## src/logic/rcdfr_pkg.sv

```systemverilog
/*
 * Package for the reset cause and debug force reset block.
 * Assumes the surrounding chip decodes the register addresses into selects.
 */
package rcdfr_pkg;
    // ------------------------------------------------------------
    // Reset cause flag positions
    // ------------------------------------------------------------
    localparam int FLAG_POWER_ON   = 7;
    localparam int FLAG_EXT_PIN    = 6;
    localparam int FLAG_WATCHDOG   = 5;
    localparam int FLAG_ILLEGAL_OP = 4;
    localparam int FLAG_BAD_ADDR   = 3;
    localparam int FLAG_CLK_LOSS   = 2;
    localparam int FLAG_UNDERVOLT  = 1;
    localparam int FLAG_UNUSED     = 0;

    // ------------------------------------------------------------
    // Values and layout
    // ------------------------------------------------------------
    localparam logic [7:0] SERVICE_KEY1   = 8'h55;
    localparam logic [7:0] SERVICE_KEY2   = 8'haa;
    localparam logic [7:0] FLAGS_CLEAR    = 8'h00;
    localparam logic [7:0] DEBUG_READ_VAL = 8'h00;
    localparam int         FORCE_BIT      = 0;
    localparam int         WDOG_CNT_W     = 18;
    localparam logic [WDOG_CNT_W-1:0] WDOG_TIMEOUT_DEF = 18'h3ffff;
    // Window opens after three quarters of the period
    localparam int         WINDOW_NUM     = 3;
    localparam int         WINDOW_SHIFT   = 2;
    localparam logic [3:0] RESET_HOLD     = 4'h8;

    // ------------------------------------------------------------
    // Carrier types
    // ------------------------------------------------------------
    typedef struct packed {
        logic power_on;
        logic ext_pin;
        logic clk_loss;
        logic undervolt;
        logic illegal_op;
        logic bad_addr;
        logic stop_exec;
        logic halt_to_debug_instruction;
    } rcdfr_sources_t;

    typedef struct packed {
        logic watchdog_active;
        logic window_mode;
        logic stop_allow;
        logic background_mode_allow;
        logic undervoltage_reset_allow;
    } rcdfr_config_t;

    typedef enum logic [1:0] {
        WD_IDLE,
        WD_GOT_KEY1
    } rcdfr_wd_state_t;
endpackage

```

## src/logic/rcdfr_top.sv

```systemverilog
/*
 * Reset cause flags, watchdog service and debug force reset.
 * Assumes an external reset controller acts on chip_reset_q without
 * pulsing rst_n, since rst_n would wipe the captured cause; rst_n stands
 * for the first power-up only. Sources are asynchronous levels held for
 * at least three clocks; cfg already lives on clk_sys.
 * Limitation: a watchdog trip stays raised until rst_n, so the request
 * repeats after every hold period until the controller pulls rst_n.
 */
// Functional notes
// Cause flags are read-only to software
// Power-on sets bits seven and one
// Reset pin sets bit six
// Watchdog timeout sets bit five, if enabled
// Illegal opcode or disallowed stop sets bit four
// Halt-to-debug illegal when background mode disallowed
// Bad address access sets bit three
// Clock loss sets bit two
// Allowed undervoltage trip sets bit one
// Other resets latch active sources only
// Debug forced reset leaves flags clear
// Non-key write trips watchdog when enabled
// Key pair clears watchdog, flags untouched
// Early write in window mode resets
// Only debug link writes force bit
// CPU writes to force register ignored
// Force register always reads zero
// Debug write of bit zero resets
// Cause bit zero reads zero
`timescale 1ns/1ps
module rcdfr_top
    import rcdfr_pkg::*;
#(
    parameter logic [WDOG_CNT_W-1:0] WDOG_TIMEOUT = WDOG_TIMEOUT_DEF
) (
    input  wire logic           clk_sys,         // Bus clock, 25 MHz
    input  wire logic           rst_n,           // Async chip reset, active low
    input  wire rcdfr_sources_t src_raw,         // Reset sources, asynchronous
    input  wire rcdfr_config_t  cfg,             // Configuration, same clock
    input  wire logic           cause_sel,       // Cause register selected
    input  wire logic           debug_sel,       // Force register selected
    input  wire logic           bus_wr,          // Write strobe
    input  wire logic           bus_rd,          // Read strobe
    input  wire logic           bus_from_debug,  // Access from debug link
    input  wire logic [7:0]     bus_wdata,       // Write data
    output logic [7:0]          bus_rdata_q,     // Read data
    output logic [7:0]          cause_flags_q,   // Cause register view
    output logic                chip_reset_q     // Reset request to controller
);
    // ------------------------------------------------------------
    // Source synchronisers
    // ------------------------------------------------------------
    rcdfr_sources_t src_meta_q;
    rcdfr_sources_t src_q;

    always_ff @(posedge clk_sys or negedge rst_n) begin
        if (!rst_n) begin
            src_meta_q <= '0;
            src_q      <= '0;
        end else begin
            src_meta_q <= src_raw;
            src_q      <= src_meta_q;
        end
    end

    // ------------------------------------------------------------
    // Register access decode
    // ------------------------------------------------------------
    // CPU writes to the force register have no strobe of their own, so
    // they cannot reach anything.
    logic cpu_cause_wr;
    logic link_debug_wr;
    logic cause_rd;
    logic debug_rd;

    assign cpu_cause_wr  = cause_sel && bus_wr && !bus_from_debug;
    assign link_debug_wr = debug_sel && bus_wr && bus_from_debug;
    assign cause_rd      = cause_sel && bus_rd;
    assign debug_rd      = debug_sel && bus_rd;

    // ------------------------------------------------------------
    // Reset source qualification
    // ------------------------------------------------------------
    logic       illegal_op;
    logic       undervolt_trip;
    logic       wdog_trip;
    logic       debug_force;
    logic       any_cause;
    logic       entry;
    logic [7:0] live;

    assign illegal_op = src_q.illegal_op
                     || (src_q.stop_exec && !cfg.stop_allow)
                     || (src_q.halt_to_debug_instruction && !cfg.background_mode_allow);
    assign undervolt_trip = src_q.undervolt && cfg.undervoltage_reset_allow;
    // Only the debug link can reach the force bit
    assign debug_force = link_debug_wr && bus_wdata[FORCE_BIT];

    rcdfr_watchdog #(
        .TIMEOUT (WDOG_TIMEOUT)
    ) u_wdog (
        .clk_sys     (clk_sys),
        .rst_n       (rst_n),
        .active      (cfg.watchdog_active),
        .window_mode (cfg.window_mode),
        .wr_stb      (cpu_cause_wr),
        .wr_data     (bus_wdata),
        .trip_q      (wdog_trip)
    );

    // ------------------------------------------------------------
    // Qualified sources by flag position
    // ------------------------------------------------------------
    always_comb begin
        live                  = FLAGS_CLEAR;
        live[FLAG_POWER_ON]   = src_q.power_on;
        live[FLAG_EXT_PIN]    = src_q.ext_pin;
        live[FLAG_WATCHDOG]   = wdog_trip;
        live[FLAG_ILLEGAL_OP] = illegal_op;
        live[FLAG_BAD_ADDR]   = src_q.bad_addr;
        live[FLAG_CLK_LOSS]   = src_q.clk_loss;
        live[FLAG_UNDERVOLT]  = undervolt_trip;
    end

    // Power-on is a cause like the others, so its flags are captured too
    assign any_cause = |live;
    // A request already running swallows new causes until it ends
    assign entry     = !chip_reset_q && (debug_force || any_cause);

    // ------------------------------------------------------------
    // Pending cause, captured at reset entry
    // ------------------------------------------------------------
    // Flags survive only in this hold register; the controller is expected
    // not to reset it on the reset it requested, so we rebuild at power-on.
    logic [7:0] pend_q;
    logic [7:0] pend_d;
    logic       forced_q;
    logic [3:0] hold_q;

    always_comb begin
        pend_d = live;
        pend_d[FLAG_POWER_ON]  = 1'b0;
        pend_d[FLAG_UNDERVOLT] = 1'b0;
        if (live[FLAG_POWER_ON]) begin
            pend_d = FLAGS_CLEAR;
            pend_d[FLAG_POWER_ON]  = 1'b1;
            pend_d[FLAG_UNDERVOLT] = 1'b1;
        end else if (undervolt_trip) begin
            pend_d = FLAGS_CLEAR;
            pend_d[FLAG_UNDERVOLT] = 1'b1;
        end
        pend_d[FLAG_UNUSED] = 1'b0;
    end

    always_ff @(posedge clk_sys or negedge rst_n) begin
        if (!rst_n) begin
            forced_q <= 1'b0;
        end else if (entry) begin
            forced_q <= debug_force;
        end
    end

    always_ff @(posedge clk_sys or negedge rst_n) begin
        if (!rst_n) begin
            pend_q <= FLAGS_CLEAR;
        end else if (entry) begin
            if (debug_force) begin
                pend_q <= FLAGS_CLEAR;
            end else begin
                pend_q <= pend_d;
            end
        end
    end

    // Hold the reset request long enough for the controller to see it
    always_ff @(posedge clk_sys or negedge rst_n) begin
        if (!rst_n) begin
            chip_reset_q <= 1'b0;
            hold_q       <= '0;
        end else if (!chip_reset_q) begin
            if (debug_force || any_cause) begin
                chip_reset_q <= 1'b1;
                hold_q       <= RESET_HOLD;
            end
        end else if (hold_q != '0) begin
            hold_q <= hold_q - 1'b1;
        end else begin
            chip_reset_q <= 1'b0;
        end
    end

    // ------------------------------------------------------------
    // Cause register
    // ------------------------------------------------------------
    // Power-on dominates; otherwise the pending view is published.
    logic [7:0] cause_d;

    always_comb begin
        cause_d = pend_q;
        if (src_q.power_on) begin
            cause_d = FLAGS_CLEAR;
            cause_d[FLAG_POWER_ON]  = 1'b1;
            cause_d[FLAG_UNDERVOLT] = 1'b1;
        end else if (forced_q) begin
            cause_d = FLAGS_CLEAR;
        end
        cause_d[FLAG_UNUSED] = 1'b0;
    end

    // No bus write path reaches the flags
    always_ff @(posedge clk_sys or negedge rst_n) begin
        if (!rst_n) begin
            cause_flags_q <= FLAGS_CLEAR;
        end else begin
            cause_flags_q <= cause_d;
        end
    end

    // ------------------------------------------------------------
    // Read path
    // ------------------------------------------------------------
    always_ff @(posedge clk_sys or negedge rst_n) begin
        if (!rst_n) begin
            bus_rdata_q <= FLAGS_CLEAR;
        end else if (cause_rd) begin
            bus_rdata_q <= cause_flags_q;
        end else if (debug_rd) begin
            bus_rdata_q <= DEBUG_READ_VAL;
        end else begin
            bus_rdata_q <= FLAGS_CLEAR;
        end
    end
endmodule

```

## src/logic/rcdfr_watchdog.sv

```systemverilog
/*
 * Watchdog counter with key-sequence service and window check.
 * Assumes bus writes to the reset cause address arrive as one-cycle strobes.
 */
`timescale 1ns/1ps
module rcdfr_watchdog
    import rcdfr_pkg::*;
#(
    parameter logic [WDOG_CNT_W-1:0] TIMEOUT = WDOG_TIMEOUT_DEF
) (
    input  wire logic       clk_sys,      // Bus clock
    input  wire logic       rst_n,        // Async reset, active low
    input  wire logic       active,       // Watchdog running
    input  wire logic       window_mode,  // Windowed service mode
    input  wire logic       wr_stb,       // Write to cause address
    input  wire logic [7:0] wr_data,      // Written byte
    output logic            trip_q        // Watchdog reset request
);
    // ------------------------------------------------------------
    // Key sequence and counter
    // ------------------------------------------------------------
    localparam logic [WDOG_CNT_W-1:0] WINDOW_OPEN =
        WDOG_CNT_W'((TIMEOUT * WINDOW_NUM) >> WINDOW_SHIFT);

    rcdfr_wd_state_t        state_q;
    logic [WDOG_CNT_W-1:0]  count_q;
    logic                   early;
    logic                   bad_byte;
    logic                   serviced;

    assign early    = window_mode && (count_q < WINDOW_OPEN);
    assign bad_byte = (wr_data != SERVICE_KEY1) && (wr_data != SERVICE_KEY2);
    assign serviced = wr_stb && (state_q == WD_GOT_KEY1) && (wr_data == SERVICE_KEY2);

    always_ff @(posedge clk_sys or negedge rst_n) begin
        if (!rst_n) begin
            state_q <= WD_IDLE;
        end else if (wr_stb) begin
            case (state_q)
                WD_IDLE:     state_q <= (wr_data == SERVICE_KEY1) ? WD_GOT_KEY1 : WD_IDLE;
                WD_GOT_KEY1: state_q <= (wr_data == SERVICE_KEY1) ? WD_GOT_KEY1 : WD_IDLE;
                default:     state_q <= WD_IDLE;
            endcase
        end
    end

    always_ff @(posedge clk_sys or negedge rst_n) begin
        if (!rst_n) begin
            count_q <= '0;
        end else if (!active || serviced) begin
            count_q <= '0;
        end else if (count_q != TIMEOUT) begin
            count_q <= count_q + 1'b1;
        end
    end

    // Trip is sticky until the chip reset clears it
    always_ff @(posedge clk_sys or negedge rst_n) begin
        if (!rst_n) begin
            trip_q <= 1'b0;
        end else if (active) begin
            if (count_q == TIMEOUT) begin
                trip_q <= 1'b1;
            end
            if (wr_stb && bad_byte) begin
                trip_q <= 1'b1;
            end
            if (wr_stb && early) begin
                trip_q <= 1'b1;
            end
        end
    end
endmodule

```

## config.mk

```make
export PLATFORM = sky130hd
export DESIGN_NAME = rcdfr_top
export DESIGN_NICKNAME = d
export VERILOG_FILES = /design/src/logic/rcdfr_pkg.sv /design/src/logic/rcdfr_top.sv /design/src/logic/rcdfr_watchdog.sv
export SDC_FILE = /design/constraint.sdc
export NUM_CORES = 1
export LEC_CHECK = 0
export BUFFER_PORTS_ARGS = -buffer_cell sky130_fd_sc_hd__buf_2
export CAP_MARGIN = 25
export CORE_ASPECT_RATIO = 0.5
export CORE_MARGIN = 4
export CORE_UTILIZATION = 55
export DETAILED_ROUTE_END_ITERATION = 12
export PLACE_DENSITY = 0.86
export RECOVER_POWER = 25
export SYNTH_ARGS = -nofsm -noshare
export SYNTH_HDL_FRONTEND = slang
export SYNTH_HIERARCHICAL = 1
export SYNTH_SLANG_ARGS = --single-unit
```

## constraint.sdc

```tcl
create_clock -name clk_sys -period 3.3 [get_ports clk_sys]
set_clock_uncertainty 0.1 [all_clocks]
set_input_delay 0.33 -clock clk_sys [delete_from_list [all_inputs] [get_ports clk_sys]]
set_output_delay 0.33 -clock clk_sys [all_outputs]
set_load 0.05 [all_outputs]
```

==> reports/summary.txt <==
TritonCTS clock tree -> done
Critical path class -> reg2reg
Seq/Total Area, Yosys -> 56.50%
Cells after synthesis -> 246
Worst r2r src -> u_wdog/count_q[0]
Post-synth EDFFs -> 0
Critical Path Source -> u_wdog/count_q[0]
Global placement routability congestion -> 0.8902
Clock slew at reported path FFs -> 0.07 ns
CTS sink count -> 63
Post-route cell area -> 3351 µm²
GRT Max-Usage Layer -> met2
Final-report hold violation count -> 0
Core area -> 4637 µm²
Dpl ws -> 1.269 ns
Crit-path cells -> ha_1 -> nand4_1 -> nor3_4 -> a31oi_1 -> a211o_1
Area growth from synthesis to layout -> 20.09%
Vias in the first global route -> 2103
Pre-Repair DR Iteration Count -> 5
Post-DP HPWL -> 3942 µm
Routed via count -> 2154
# rows -> 17
Total Die Area -> 6346 µm²
Final TNS setup -> 0 ns
Run status -> finished clean
Max Freq -> 480.8 MHz
Synth unique cells -> 51
Reg-to-Reg End -> u_wdog/trip_q
Chip width -> 108.7 µm
Met2 Track Usage GR -> 31.61%
Unrepaired setup endpoints after global routing -> false
Layout cells sized above 1 -> 22.01%
Slew headroom -> 24.20%
Clk root buf -> clkbuf_8
Fin crit share -> 63.03%
CP max FO -> 15
DRT iter0 DRCs -> 129
Global-route wire length before repair -> 9397 µm
Skew-Pair Late Insertion Delay -> 0.33 ns
All-Layer GR Usage -> 19.03%
Global-route track usage on met3 -> 5.148%
Post-CTS Repair Setup Buffers -> 0
ANT nets after route -> 0
Most frequent cells in the layout -> 63 x dfrtp_1, 40 x buf_2, 27 x nand2_1
Maximum vdd drop -> 0.2692 mV
Fin crit period -> 2.080 ns
Commonest non-fill, non-tap cell in the layout -> dfrtp_1
I/O Pins -> 45
Final #Nets -> 334
Initial antenna violation count -> 0
Maxcap violations -> 0
Switching power -> 663.1 µW
Post-Synthesis Cell Area -> 2790 µm²
R2R depth -> 5
Sequential share of power -> 46.5%
WP data required -> 3.41 ns
Number of synthesized register bits -> 63
GRT Residual Overflow -> 0
Ys Warns -> 6
Hold WC Path Type -> in2reg
Clock network power share -> 32.1%
Combinational power share -> 21.4%
Vias per cell -> 5.744
Pleak -> 1.532 nW
PwrDens -> 625.1 nW/µm²
ANT cells -> 0
Clock buffer depth -> 2
Crit path DAT -> 2.19 ns
Switching portion of total power -> 31.66%
Post-synth top flop -> dfrtp_1
Pint -> 1.432 mW
# DRC -> 0
Post-Syn Area per Cell -> 11.34 µm²
Slew Limit Fails -> 0
Critical-path top delay cell -> nor3_4
CP endpoint -> u_wdog/trip_q
Filler cell count -> 318
WL/cell -> 15.08 µm
Worst setup margin -> 1.220 ns
Area of placed instances -> 3057 µm²
Largest net degree at the start of global routing -> 28
Startpoint class of the critical path -> flop
Met1 GRT Util -> 23.59%
Initial core utilization -> 60.17%
Die Span Y -> 58.37 µm
Port bufs -> 42
Final Setup Violations -> 0
CP peak stage delay -> 0.53 ns
Fraction of registers with async set or reset after synthesis -> 100.0%
Reg2reg setup slack -> 1.22 ns
CP Capture Type -> flop
Final wirelength -> 5655 µm
CTS buffer count -> 9
Slew @ Worst Pin -> 1.137 ns
H-tree Lvls -> 3
Final Core Density -> 72.26%
-- layer usage --
metal  vias to the layer above  part of all wire [%]  wire length [µm]
met4                         0                   2.3               129
met5                         -                     0                 0
met1                      1059                    43              2438
met2                        73                    49              2779
li1                       1007                     -                 -
met3                        15                   5.4               308
-- synth_stat cells, types with 6 or more instances --
cell type | n | area share [%]
a21oi_1 | 11 | 2.0
a22o_1 | 6 | 1.9
mux2i_1 | 12 | 4.3
nand2b_1 | 9 | 2.0
o21ai_0 | 8 | 1.4
and2_1 | 6 | 1.3
nor3_1 | 8 | 1.4
inv_1 | 8 | 1.1
nand3_1 | 11 | 2.0
nand2_1 | 27 | 3.6
and3_1 | 9 | 2.0
dfrtp_1 | 63 | 57
-- metrics by stage --
stage          cells  power (mW)  hold WS [ns]
3_3_place_gp     350       1.404        0.2055
3_5_place_dp     350       1.430        0.2100
4_1_cts          373       2.107      0.004972
6_report         375       2.095        0.1869
5_1_grt          375       2.204        0.1845
2_1_floorplan    247       1.303      -0.06559
-- cell type report --
| cell class | count | area (µm²) | share of cell area, % |
|---|---|---|---|
| Tap cell | 66 | 82.58 | 2.465 |
| Multi-Input combinational cell | 168 | 1135 | 33.87 |
| Sequential cell | 63 | 1577 | 47.05 |
| Clock inverter | 6 | 68.82 | 2.054 |
| Inverter | 8 | 30.03 | 0.8962 |
| Timing Repair Buffer | 54 | 320.3 | 9.559 |
| Clock buffer | 10 | 137.6 | 4.108 |
-- flip-flops by register name, indices dropped and copies added, names as in the netlist --
register and count:
bus_rdata_q 7, cause_flags_q 7, chip_reset_q 1, forced_q 1
hold_q 4, live 4, pend_q 7, src_meta_q 8
src_q 4, u_wdog/count_q 18, u_wdog/state_q 1, u_wdog/trip_q 1
-- worst min path at each step --
stage,startpoint,slack [ns],to,depth (start not counted)
finish,cfg[4],0.19,u_wdog/trip_q,2
global route,bus_rd,0.18,bus_rdata_q[1],2
CTS,src_raw[6],0.005,src_meta_q[6],1
detailed placement,rst_n,0.21,u_wdog/count_q[3],1
global placement,rst_n,0.21,u_wdog/count_q[3],1
floorplan,rst_n,-0.07,bus_rdata_q[1],0
-- kinds of logic (layout without fill, tap and decap cells) --
| logic type | count (synthesis) | after routing | synth area share (%) |
|---|---|---|---|
| adders and majority gates | 2 | 2 | 0.8967 |
| DFF | 63 | 63 | 56.50 |
| AOI/OAI and AO/OA | 49 | 49 | 12.87 |
| muxes | 12 | 12 | 4.305 |
| and+or+nand+nor | 103 | 103 | 22.33 |
| other | 1 | 2 | 0.1344 |
| buffers and inverters | 16 | 78 | 2.959 |
-- power groups by stage --
stage / clock network [mW] / logic, mW / registers (mW)
5_1_grt: 0.721 / 0.492 / 0.991
3_3_place_gp: 0 / 0.423 / 0.981
4_1_cts: 0.684 / 0.449 / 0.973
2_1_floorplan: 0 / 0.229 / 1.07
3_5_place_dp: 0 / 0.442 / 0.988
6_report: 0.673 / 0.447 / 0.975
-- critical path, delay by kind of cell (launching register included) --
kind,cells,cell delay (ns)
simple gates,2,0.80
fa+ha+maj,1,0.21
flops,1,0.39
compound gates,2,0.46
-- what timing repair did --
action,CTS,global route
gates resized for setup,0,0
hold buffers,7,2
hold endpoints to repair,26,2
No activity file was read; power rests on OpenSTA's default activity.
